<file path="config.mk">
export PLATFORM = sky130hd
export DESIGN_NAME = mtx_top
export DESIGN_NICKNAME = d
export VERILOG_FILES = /design/src/design/mtx_pkg.sv /design/src/design/mtx_top.sv
export SDC_FILE = /design/constraint.sdc
export NUM_CORES = 1
export LEC_CHECK = 0
export ABC_CLOCK_PERIOD_IN_PS = 11500
export BUFFER_PORTS_ARGS = -buffer_cell sky130_fd_sc_hd__buf_4
export CAP_MARGIN = 20
export CORE_MARGIN = 2
export CORE_UTILIZATION = 46
export CTS_BUF_LIST = sky130_fd_sc_hd__clkbuf_16
export CTS_CLUSTER_SIZE = 40
export DETAILED_ROUTE_END_ITERATION = 10
export HOLD_SLACK_MARGIN = 0.15
export PLACE_DENSITY = 0.72
export SLEW_MARGIN = 20
export SYNTH_ARGS = -nofsm -noshare
export SYNTH_HDL_FRONTEND = slang
export SYNTH_SLANG_ARGS = --single-unit
</file>
<file path="constraint.sdc">
create_clock -name clock_i -period 11.5 [get_ports clock_i]
set_input_delay 1.15 -clock clock_i [delete_from_list [all_inputs] [get_ports clock_i]]
set_output_delay 1.15 -clock clock_i [all_outputs]
set_load 0.05 [all_outputs]
</file>
<file path="src/design/mtx_pkg.sv">
// constants and types of the coded serial transmitter
package mtx_pkg;

    // ------------------------------------------------------------
    // register addresses
    // ------------------------------------------------------------
    localparam logic [15:0] ADDR_STATUS = 16'hFF47;
    localparam logic [15:0] ADDR_TXBUF  = 16'hFF4A;
    localparam logic [15:0] ADDR_BITCNT = 16'hFF4B;
    localparam logic [15:0] ADDR_CTRL0  = 16'hFF4C;
    localparam logic [15:0] ADDR_CLKSEL = 16'hFF4D;
    localparam logic [15:0] ADDR_RATE   = 16'hFF4E;

    // ------------------------------------------------------------
    // field positions
    // ------------------------------------------------------------
    localparam int unsigned EN_BIT   = 7;
    localparam int unsigned DIR_BIT  = 4;
    localparam int unsigned FMT_BIT  = 1;
    localparam int unsigned IDLE_BIT = 0;
    localparam int unsigned BUSY_BIT = 7;

    // ------------------------------------------------------------
    // reset values and writable masks
    // ------------------------------------------------------------
    localparam logic [7:0] CTRL0_RST   = 8'h10;
    localparam logic [7:0] CLKSEL_RST  = 8'h00;
    localparam logic [7:0] RATE_RST    = 8'h1F;
    localparam logic [7:0] STATUS_RST  = 8'h00;
    localparam logic [7:0] TXBUF_RST   = 8'hFF;
    localparam logic [7:0] BITCNT_RST  = 8'h07;
    localparam logic [7:0] CTRL0_MASK  = 8'h93;
    localparam logic [7:0] CLKSEL_MASK = 8'h07;
    localparam logic [7:0] RATE_MASK   = 8'h1F;
    localparam logic [7:0] BITCNT_MASK = 8'h07;

    // ------------------------------------------------------------
    // divider figures and queue depth
    // ------------------------------------------------------------
    localparam logic [4:0] K_MIN      = 5'h04;
    localparam logic [4:0] PRE_ZERO   = 5'h00;
    localparam int unsigned FIFO_DEPTH = 16;

    // one queued byte with its last bit index (bit count minus one)
    typedef struct packed {
        logic [7:0] data;
        logic [2:0] last;
    } mtx_word_t;

    // decoded main control fields
    typedef struct packed {
        logic en;
        logic lsb_first;
        logic seq_fmt;
        logic idle_hi;
    } mtx_ctrl_t;

endpackage : mtx_pkg

</file>
<file path="src/design/mtx_top.sv">
// coded serial transmitter: byte queue and control/status logic
`timescale 1ns/1ps

// ----------------------------------------------------------------
// byte queue
// ----------------------------------------------------------------
module mtx_fifo #(
    parameter int unsigned WIDTH = 11,
    parameter int unsigned DEPTH = 16
) (
    input  wire logic             clock_i,
    input  wire logic             srst_i,
    input  wire logic             flush_i,
    input  wire logic             in_valid_i,
    output logic                  in_ready_o,
    input  wire logic [WIDTH-1:0] in_data_i,
    output logic                  out_valid_o,
    input  wire logic             out_ready_i,
    output logic [WIDTH-1:0]      out_data_o
);
    localparam int unsigned AW = $clog2(DEPTH);

    logic [WIDTH-1:0] mem_q [DEPTH];
    logic [AW-1:0]    wr_q;
    logic [AW-1:0]    rd_q;
    logic [AW:0]      cnt_q;
    logic [AW:0]      cnt_d;
    logic             push;
    logic             pop;

    // handshakes on both sides
    assign push        = in_valid_i && in_ready_o;
    assign pop         = out_valid_o && out_ready_i;
    assign cnt_d       = cnt_q + (AW+1)'(push) - (AW+1)'(pop);
    assign out_data_o  = mem_q[rd_q];
    assign out_valid_o = (cnt_q != '0);

    // storage carries no reset; pointers, count and ready flag do
    always_ff @(posedge clock_i) begin
        if (push) begin
            mem_q[wr_q] <= in_data_i;
        end
    end

    // pointers and an honest full flag held in a flop
    always_ff @(posedge clock_i) begin
        if (srst_i || flush_i) begin
            wr_q       <= '0;
            rd_q       <= '0;
            cnt_q      <= '0;
            in_ready_o <= 1'b1;
        end else begin
            wr_q       <= push ? wr_q + AW'(1) : wr_q;
            rd_q       <= pop ? rd_q + AW'(1) : rd_q;
            cnt_q      <= cnt_d;
            in_ready_o <= (cnt_d != (AW+1)'(DEPTH));
        end
    end

endmodule : mtx_fifo

// Behaviour
// - control bit 7 runs the transmitter when 1, stops it when 0
// - bit 4 first-bit order, bit 1 format, bit 0 idle output level
// - clock select codes 0..5 divide peripheral clock by 1..32
// - divider k equals field value 4..31; values below 4 act as 4
// - bit rate is base clock over two times k
// - status readable by bit or byte; writes to it do nothing
// - status clears on reset and whenever the enable bit is 0
// - busy reads 1 during transmission, 0 when done with no new data
// - busy stays 1 across bytes in continuous transmission
// - while disabled nothing is sent and the dividers stay still
// - while disabled the output pin is released to the port
// - buffer write while enabled starts transmission; buffer resets FFH
// - bit count field sends value plus one bits; resets to 7
// - short transfers send the lower buffer bits in either order
// - each transmission start raises the start interrupt request
module mtx_top #(
    parameter int unsigned DEPTH = mtx_pkg::FIFO_DEPTH
) (
    input  wire logic        clock_i,
    input  wire logic        srst_i,
    input  wire logic [15:0] bus_addr_i,
    input  wire logic        bus_wr_i,
    input  wire logic        bus_rd_i,
    input  wire logic        bus_bit_i,
    input  wire logic [2:0]  bus_bit_sel_i,
    input  wire logic [7:0]  bus_wdata_i,
    output logic [7:0]       bus_rdata_o,
    output logic             tx_buf_ready_o,
    output logic             coded_output_pin_o,
    output logic             coded_output_pin_oe_o,
    output logic             transmit_start_interrupt_o
);
    typedef enum logic {ST_IDLE, ST_SEND} mtx_state_t;

    logic [7:0]         ctrl0_q;
    logic [7:0]         clksel_q;
    logic [7:0]         rate_q;
    logic [7:0]         txbuf_q;
    logic [7:0]         bitcnt_q;
    logic               busy_q;
    mtx_state_t         state_q;
    logic [4:0]         pre_q;
    logic [4:0]         kc_q;
    logic               phase_q;
    logic [7:0]         sh_q;
    logic [2:0]         idx_q;
    logic [2:0]         rem_q;
    logic               pin_q;
    logic               oe_q;
    logic               irq_q;
    logic [7:0]         rdata_q;
    mtx_pkg::mtx_ctrl_t ctl;
    mtx_pkg::mtx_word_t push_word;
    mtx_pkg::mtx_word_t head;
    logic               head_valid;
    logic               fifo_ready;
    logic               wr_ctrl0;
    logic               wr_clksel;
    logic               wr_rate;
    logic               wr_txbuf;
    logic               wr_bitcnt;
    logic               push;
    logic               load;
    logic               base_tick;
    logic               half_tick;
    logic               bit_end;
    logic [4:0]         k_eff;
    logic [7:0]         ctrl0_wr;
    logic               cur_bit;
    logic               pin_d;

    // merge a one-bit write into a byte, or take the whole byte
    function automatic logic [7:0] merge8(input logic [7:0] old,
                                          input logic [7:0] wdat,
                                          input logic       bit_op,
                                          input logic [2:0] sel,
                                          input logic [7:0] mask);
        logic [7:0] one;
        one = 8'h01 << sel;
        if (bit_op) begin
            merge8 = ((old & ~one) | (wdat[0] ? one : 8'h00)) & mask;
        end else begin
            merge8 = wdat & mask;
        end
    endfunction : merge8

    // base clock mask: tick when the low n prescaler bits are all ones
    function automatic logic [4:0] sel_mask(input logic [2:0] sel);
        unique case (sel)
            3'h0:    sel_mask = 5'h00;
            3'h1:    sel_mask = 5'h01;
            3'h2:    sel_mask = 5'h03;
            3'h3:    sel_mask = 5'h07;
            3'h4:    sel_mask = 5'h0F;
            default: sel_mask = 5'h1F; // prohibited codes fall back to /32
        endcase
    endfunction : sel_mask

    // ------------------------------------------------------------
    // register decode
    // ------------------------------------------------------------
    assign ctl.en        = ctrl0_q[mtx_pkg::EN_BIT];
    assign ctl.lsb_first = ctrl0_q[mtx_pkg::DIR_BIT];
    assign ctl.seq_fmt   = ctrl0_q[mtx_pkg::FMT_BIT];
    assign ctl.idle_hi   = ctrl0_q[mtx_pkg::IDLE_BIT];
    assign wr_ctrl0      = bus_wr_i && bus_addr_i == mtx_pkg::ADDR_CTRL0;
    // byte-only registers ignore single-bit writes
    assign wr_clksel     = bus_wr_i && !bus_bit_i
                           && bus_addr_i == mtx_pkg::ADDR_CLKSEL;
    assign wr_rate       = bus_wr_i && !bus_bit_i
                           && bus_addr_i == mtx_pkg::ADDR_RATE;
    assign wr_txbuf      = bus_wr_i && !bus_bit_i
                           && bus_addr_i == mtx_pkg::ADDR_TXBUF;
    assign wr_bitcnt     = bus_wr_i && !bus_bit_i
                           && bus_addr_i == mtx_pkg::ADDR_BITCNT;
    assign ctrl0_wr      = merge8(ctrl0_q, bus_wdata_i, bus_bit_i,
                                  bus_bit_sel_i, mtx_pkg::CTRL0_MASK);

    // ------------------------------------------------------------
    // queue feed: byte plus its bit count, only while enabled
    // ------------------------------------------------------------
    assign push           = wr_txbuf && ctl.en;
    assign push_word.data = bus_wdata_i;
    assign push_word.last = bitcnt_q[2:0];

    mtx_fifo #(
        .WIDTH ($bits(mtx_pkg::mtx_word_t)),
        .DEPTH (DEPTH)
    ) u_fifo (
        .clock_i     (clock_i),
        .srst_i      (srst_i),
        .flush_i     (!ctl.en),
        .in_valid_i  (push),
        .in_ready_o  (fifo_ready),
        .in_data_i   (push_word),
        .out_valid_o (head_valid),
        .out_ready_i (load),
        .out_data_o  (head)
    );

    // ------------------------------------------------------------
    // baud generation and sequencing terms
    // ------------------------------------------------------------
    assign k_eff     = (rate_q[4:2] == 3'h0) ? mtx_pkg::K_MIN
                                             : rate_q[4:0];
    assign base_tick = (pre_q & sel_mask(clksel_q[2:0]))
                       == sel_mask(clksel_q[2:0]);
    // one counter period is half a bit, so a bit spans 2k base ticks
    assign half_tick = state_q == ST_SEND && base_tick
                       && kc_q == k_eff - 5'h01;
    assign bit_end   = half_tick && phase_q;
    assign load      = ctl.en && head_valid
                       && (state_q == ST_IDLE
                           || (bit_end && rem_q == 3'h0));
    assign cur_bit   = sh_q[idx_q];
    assign pin_d     = (state_q != ST_SEND) ? ctl.idle_hi
                     : ctl.seq_fmt ? cur_bit
                     : (phase_q ? cur_bit : !cur_bit);

    // control and setup registers
    always_ff @(posedge clock_i) begin
        if (srst_i) begin
            ctrl0_q  <= mtx_pkg::CTRL0_RST;
            clksel_q <= mtx_pkg::CLKSEL_RST;
            rate_q   <= mtx_pkg::RATE_RST;
            txbuf_q  <= mtx_pkg::TXBUF_RST;
            bitcnt_q <= mtx_pkg::BITCNT_RST;
        end else begin
            ctrl0_q  <= wr_ctrl0 ? ctrl0_wr : ctrl0_q;
            clksel_q <= wr_clksel ? bus_wdata_i & mtx_pkg::CLKSEL_MASK
                                  : clksel_q;
            rate_q   <= wr_rate ? bus_wdata_i & mtx_pkg::RATE_MASK
                                : rate_q;
            txbuf_q  <= wr_txbuf ? bus_wdata_i : txbuf_q;
            bitcnt_q <= wr_bitcnt ? bus_wdata_i & mtx_pkg::BITCNT_MASK
                                  : bitcnt_q;
        end
    end

    // dividers run only during a transfer to keep the clocking still
    always_ff @(posedge clock_i) begin
        if (srst_i || !ctl.en || load || state_q != ST_SEND) begin
            pre_q <= mtx_pkg::PRE_ZERO;
            kc_q  <= mtx_pkg::PRE_ZERO;
        end else begin
            pre_q <= pre_q + 5'h01;
            kc_q  <= half_tick ? mtx_pkg::PRE_ZERO
                   : base_tick ? kc_q + 5'h01 : kc_q;
        end
    end

    // transfer sequencer; a disable aborts at once and clears status
    always_ff @(posedge clock_i) begin
        if (srst_i || !ctl.en) begin
            state_q <= ST_IDLE;
            busy_q  <= 1'b0;
            phase_q <= 1'b0;
            sh_q    <= mtx_pkg::TXBUF_RST;
            idx_q   <= 3'h0;
            rem_q   <= 3'h0;
        end else if (load) begin
            state_q <= ST_SEND;
            busy_q  <= 1'b1;
            phase_q <= 1'b0;
            sh_q    <= head.data;
            idx_q   <= ctl.lsb_first ? 3'h0 : head.last;
            rem_q   <= head.last;
        end else if (half_tick && !phase_q) begin
            phase_q <= 1'b1;
        end else if (bit_end && rem_q == 3'h0) begin
            state_q <= ST_IDLE;
            busy_q  <= 1'b0;
            phase_q <= 1'b0;
        end else if (bit_end) begin
            phase_q <= 1'b0;
            rem_q   <= rem_q - 3'h1;
            idx_q   <= ctl.lsb_first ? idx_q + 3'h1 : idx_q - 3'h1;
        end
    end

    // pin, pin release, start request and read data, all registered
    always_ff @(posedge clock_i) begin
        if (srst_i) begin
            pin_q   <= 1'b0;
            oe_q    <= 1'b0;
            irq_q   <= 1'b0;
            rdata_q <= 8'h00;
        end else begin
            pin_q   <= ctl.en ? pin_d : 1'b0;
            oe_q    <= ctl.en;
            irq_q   <= load;
            rdata_q <= !bus_rd_i ? 8'h00
                     : bus_addr_i == mtx_pkg::ADDR_STATUS
                       ? {busy_q, 7'h00}
                     : bus_addr_i == mtx_pkg::ADDR_CTRL0  ? ctrl0_q
                     : bus_addr_i == mtx_pkg::ADDR_CLKSEL ? clksel_q
                     : bus_addr_i == mtx_pkg::ADDR_RATE   ? rate_q
                     : bus_addr_i == mtx_pkg::ADDR_TXBUF  ? txbuf_q
                     : bus_addr_i == mtx_pkg::ADDR_BITCNT ? bitcnt_q
                     : 8'h00;
        end
    end

    assign bus_rdata_o                = rdata_q;
    assign tx_buf_ready_o             = fifo_ready;
    assign coded_output_pin_o         = pin_q;
    assign coded_output_pin_oe_o      = oe_q;
    assign transmit_start_interrupt_o = irq_q;

endmodule : mtx_top

</file>
After elaboration in Yosys (flattened, before gate mapping)
Memories as Yosys holds them, arrays and structs flattened. A register that Yosys moved wholly into a read port is not among the register bits.
Cells that the tools add are included.
Word-level totals
  bits of input ports: 32
  word-level logic and storage cells: 129
  register bits: 78
  bits in writable memories: 176
  memories kept: 1
Cells by class
  $add $sub $neg: 10
  equality and inequality tests: 15
  bitwise logic cells: 7
  magnitude comparators: 1
  shift-type cells: 1
  reduce and logical (&&, ||, !) cells: 38
  muxes and demuxes: 35
Memory list
  u_fifo.mem_q: depth 16, bits a word 11, read ports 1, clocked after Yosys merged registers in 1, write ports 1, line mtx_top.sv:23  | logic [WIDTH-1:0] mem_q [DEPTH];
Operators by type and width (count)
  equality test 16 bit, second input constant: 6
  two-way mux 8 bit: 7
  two-way mux 3 bit: 11
  one-hot mux 5 bit (5 select lines): 1
  logical AND 1 bit: 16
  two-way mux 1 bit: 12
  adder 5 x 1 -> 5 bit, second input constant: 2
  equality test 5 bit: 2
  logical NOT 3 bit: 3
  adder 4 x 1 -> 4 bit, second input constant: 2
  bitwise AND 8 bit: 1
  two-way mux 4 bit: 2
  inverter 8 bit: 1
  OR 8 bit: 1
  OR reduction 2 bit: 4
  left shift 1 x 3 -> 8 bit, first input constant: 1
  equality test 3 x 2 -> 1 bit, second input constant: 2
  subtractor 3 x 1 -> 3 bit, second input constant: 2
  adder 5 x 1 -> 5 bit: 1
  bitwise AND 5 bit: 1
  two-way mux 5 bit: 1
  inequality test 5 bit, second input constant: 1
  nonzero test 5 bit: 1
  subtractor 5 x 1 -> 5 bit: 1
  15 further kinds: 25

Longest topological paths before layout
  depth in word-level cells: 13
  depth in mapped cells: 21

Modules after synthesis
A second synthesis with hierarchy kept.
Unflattened totals
  cells, all modules: 725
  area, all modules: 10712.8 um2
By module, submodules not included
  mtx_fifo: area each 7654.8 um2, cells each 386, instances 1, sequential area each 5645.4 um2
  mtx_top: area each 3057.9 um2, cells each 339, instances 1, sequential area each 1201.2 um2

Worst setup path before layout
No wires, ideal clock.
  path type: input to register
  start: input bus_addr_i[5]
  end: memory u_fifo.mem_q[0][0], enable pin
  slack: 7.375 ns
  arrival: 3.732 ns
  buffers on the path: 2
  setup time: 0.393 ns
  data required time: 11.107 ns
  cell stages on the path: 8
  cells stage by stage: or4b_4 -> or3_4 -> nor4b_4 -> buf_6 -> and3_4 -> buf_8 -> nand2_1 -> nor3_1
On the way
  longest elaborated chain between the ends: 6
RTL lines
  start, declared: line mtx_top.sv:83  | input wire logic [15:0] bus_addr_i,
  equality test 16 bit: line mtx_top.sv:175  | && bus_addr_i == mtx_pkg::ADDR_TXBUF;
  logical AND 1 bit: line mtx_top.sv:175
  logical AND 1 bit: line mtx_top.sv:184  | assign push = wr_txbuf && ctl.en;
  logical AND 1 bit: line mtx_top.sv:32  | assign push = in_valid_i && in_ready_o;
  via u_fifo.push: line mtx_top.sv:28  | logic push;
  two-way mux 1 bit: line mtx_top.sv:40  | if (push) begin
  two-way mux 1 bit (not written as such): line mtx_top.sv:41  | mem_q[wr_q] <= in_data_i;
  end, declared: line mtx_top.sv:23
The timed path passes the listed nets, and every way through them passes these cells.

Worst setup path after layout
  start: register rate_q[4]
  end: register u_fifo.in_ready_o
On the way
  longest elaborated chain between the ends: 12
RTL lines
  start, declared: line mtx_top.sv:99  | logic [7:0] rate_q;
  start signal, assigned: line mtx_top.sv:227  | rate_q <= mtx_pkg::RATE_RST;
  start signal, assigned: line mtx_top.sv:234  | rate_q <= wr_rate ? bus_wdata_i & mtx_pkg::RATE_MASK
  logical NOT 3 bit: line mtx_top.sv:206  | assign k_eff = (rate_q[4:2] == 3'h0) ? mtx_pkg::K_MIN
  two-way mux 5 bit (*): line mtx_top.sv:206
  subtractor 5 x 1 -> 5 bit (*): line mtx_top.sv:212  | && kc_q == k_eff - 5'h01;
  equality test 5 bit (*): line mtx_top.sv:212
  logical AND 1 bit (*): line mtx_top.sv:212
  logical AND 1 bit (*): line mtx_top.sv:213  | assign bit_end = half_tick && phase_q;
  logical AND 1 bit (*): line mtx_top.sv:216  | || (bit_end && rem_q == 3'h0));
  logical OR 1 bit (*): line mtx_top.sv:216
  logical AND 1 bit (*): line mtx_top.sv:215  | && (state_q == ST_IDLE
  logical AND 1 bit (*): line mtx_top.sv:33  | assign pop = out_valid_o && out_ready_i;
  subtractor 5 x 1 -> 5 bit (*): line mtx_top.sv:34  | assign cnt_d = cnt_q + (AW+1)'(push) - (AW+1)'(pop);
  inequality test 5 bit (*): line mtx_top.sv:56  | in_ready_o <= (cnt_d != (AW+1)'(DEPTH));
  end signal, assigned: line mtx_top.sv:56
  end, declared: line mtx_top.sv:15  | output logic in_ready_o,
Every way passes the cells marked *; elsewhere a longest branch is shown, timed or not.
A chain may end at the register's enable or synchronous reset.

==> results.json <==
{
  "grt_pass1_wl_um": 34700,
  "regArea_um2": 6850,
  "row_count": 55,
  "diodes": 0,
  "worstMarginPinSlew_ns": 1.07,
  "clock.fmax_mhz": 212,
  "wl_per_cell_um": 20.9,
  "cp_cell_sequence": "o31ai_2 > ha_1 > xor2_1 > xnor2_1 > nand4_1 > nor3_2 > a41oi_2 > buf_4 > clkinv_1 > ha_1 > inv_1 > ha_1 > inv_1 > fa_1 > inv_1 > a21oi_1 > nor2_1 > or3_1 > a21oi_1 > nand4_1",
  "antenna_found_initial": 0,
  "clk_pin_slew_ns": 0.06,
  "cts_hold_buf": 0,
  "die_w_um": 155,
  "power_leakage_nw": 3.90,
  "max_stage_delay_ns": 0.51,
  "grt_max_degree": 45,
  "cap_violations": 0,
  "cts_setup_buffers": 0,
  "powerDensity_nw_per_um2": 150,
  "h-tree-depth": 1,
  "ir_drop_mv": 0.147,
  "die_area_um2": 24000,
  "start_util": 0.466,
  "grt_remaining_overflow": 0,
  "postSynthAreaPerCell_um2": 15.2,
  "cts.sinks": 254,
  "cp_max_fo": 22,
  "area_delta_synth_final_pct": 13.8,
  "start_kind": "flop",
  "crit_family": "adder cells",
  "cp_slowest_cell": "clkinv_1",
  "critPathRequiredTime_ns": 11.89,
  "synthArstFlopShare": 0,
  "cts-resized-gates": 0,
  "gp_congestion": 0.805,
  "drive_above_1_share": 0.221,
  "insertion_delay_ns": 0.52,
  "power_mw": 1.78,
  "final.setup.tns_ns": 0,
  "ios": 44,
  "fin_crit_ns": 4.71,
  "grt_pass1_vias": 6124,
  "worstSetupPathType": "reg2reg",
  "viasPerCell": 5.72,
  "synth_edf_count": 176,
  "netlist.area_leader.share": 0.504,
  "yosysSeqAreaShare": 0.653,
  "wl_um": 21900,
  "core_um2": 22500,
  "outcome": "complete, no violations",
  "crit_buf_inv": 5,
  "io_buffers": 43,
  "period_share": 0.410,
  "synth_seq_cells": 254,
  "holdCritPathClass": "reg2reg",
  "cts_tree": "done",
  "cp_data_arrival_time_ns": 5.10,
  "rsz0062_at_grt": "false",
  "skew_ns": 0.00683,
  "dpl-instance-area_um2": 11100,
  "synthTopCellsByArea": "edfxtp_1 (50%), dfxtp_1 (15%), mux4_2 (12%)",
  "detailed_place_hpwl_um": 14900,
  "synth.largest_area_cell": "edfxtp_1",
  "syn_nets": 741,
  "yosysUniqueCellTypes": 66,
  "design_area_um2": 11900,
  "numCtsBuffers": 26,
  "fin_nets": 794,
  "max_slew_margin": 0.284,
  "slew_viol_final": 0,
  "cts_buffer_depth": 3,
  "ff2ff_setup_slack_ns": 6.79,
  "setup-violations-final": 0,
  "n_fill_cell": 1769,
  "synth-main-ff-cell": "edfxtp_1",
  "antenna_left": 0,
  "hold_viol": 0,
  "die_h_um": 155,
  "end_kind": "flop",
  "grtUsageTotal": 0.186,
  "drcViolationCount": 0,
  "finish.utilization": 0.530,
  "synth_cells": 691,
  "drt_iter0_drc": 522,
  "dr_total_vias": 5993,
  "yosysWarnings": 0,
  "multi_input_comb_area_um2": 3390,
  "synth_area_um2": 10500,
  "cts_root_buffer": "clkbuf_16",
  "drt_pass1_iterations": 5
}
## kinds of logic (layout without fill, tap and decap cells)
logic type                 after synthesis  in the layout  synth area share
xor gates and xnor gates                24             24            0.0200
and+or+nand+nor                        195            195            0.0981
adders and majority gates               18             18            0.0229
DFF                                    254            254             0.653
buffers and inverters                   57            129            0.0235
muxes                                   75             75             0.137
AOI/OAI and AO/OA                       68             68            0.0452
## cell type report
type | count | area share
clock buffers | 26 | 0.0545
flip-flops and latches | 254 | 0.574
well taps | 285 | 0.0299
multi-input cells | 380 | 0.285
clock inverters | 21 | 0.0127
repair buffers | 58 | 0.0365
inverters | 24 | 0.00755
## cells in the mapped netlist (10+ instances only)
cell / count
xor2_1: 10
clkbuf_1: 19
mux4_2: 55
nand2_1: 45
inv_1: 22
ha_1: 16
o21ai_0: 12
mux2i_1: 18
nor2b_1: 11
xnor2_1: 14
nand3_1: 19
edfxtp_1: 176
dfxtp_1: 78
nor2_1: 60
a21oi_1: 18
## worst min-delay path, cell delays in order, from the launching register on
cell	delay, ns
dfxtp_1	0.32
mux2i_1	0.07
nand2_1	0.06
## layout by cell type, fill, tap and decap left out, types with 5 or more instances in the layout
cell         n
xnor2_1     14
inv_1       27
o21ai_0     12
buf_4       58
nor2b_1     11
mux4_2      55
nand2b_1     5
nand4_1      5
edfxtp_1   176
nor3b_1      9
a21oi_1     18
ha_1        16
nand3_1     19
clkbuf_16   26
clkinv_2     6
a22oi_1      7
nor2_1      60
nor3_1       9
mux2i_1     18
dfxtp_1     76
clkinv_1     7
nand2_1     45
xor2_1      10
## metal layers
metal,track usage,up-vias,part of all wire
li1,-,2731,-
met1,0.250,3024,0.41
met2,0.317,208,0.50
met3,0.0345,30,0.066
met4,0.0481,0,0.023
met5,0,-,0
## stage by stage
step	hold WS, ns	cells	worst slack [ns]
floorplan	0.433	691	7.38
global placement	0.448	1000	6.78
detailed placement	0.459	1000	6.65
CTS	0.475	1047	6.77
global route	0.506	1048	6.39
finish	0.474	1048	6.79
## flip-flops by register name, summed over array words and instances (netlist names), 3 cells and up, named ones only
signal / cells
txbuf_q: 8
u_fifo.wr_q: 4
rem_q: 3
bitcnt_q: 3
bus_rdata_o: 8
rate_q: 5
kc_q: 5
pre_q: 5
u_fifo.cnt_q: 5
sh_q: 8
clksel_q: 3
u_fifo.rd_q: 4
u_fifo.mem_q: 176
idx_q: 3
## path summary, 6_finish.rpt
kind / startpoint / to / depth (start not counted)
worst max-delay path: rate_q[4] / u_fifo.in_ready_o / 20
worst min-delay path: txbuf_q[6] / txbuf_q[6] / 2
worst max register to register: rate_q[4] / u_fifo.in_ready_o / 20
worst min register to register: txbuf_q[6] / txbuf_q[6] / 2
## power by group
| part | switching, mW | leakage [nW] | total, mW | internal (mW) |
|---|---|---|---|---|
| clock network | 0.331 | 0.422 | 0.786 | 0.454 |
| logic | 0.0172 | 1.28 | 0.0263 | 0.00914 |
| registers | 0.00000115 | 2.20 | 0.972 | 0.972 |
| total | 0.349 | 3.90 | 1.78 | 1.44 |
Note: power is estimated with default switching activity, not from simulation.
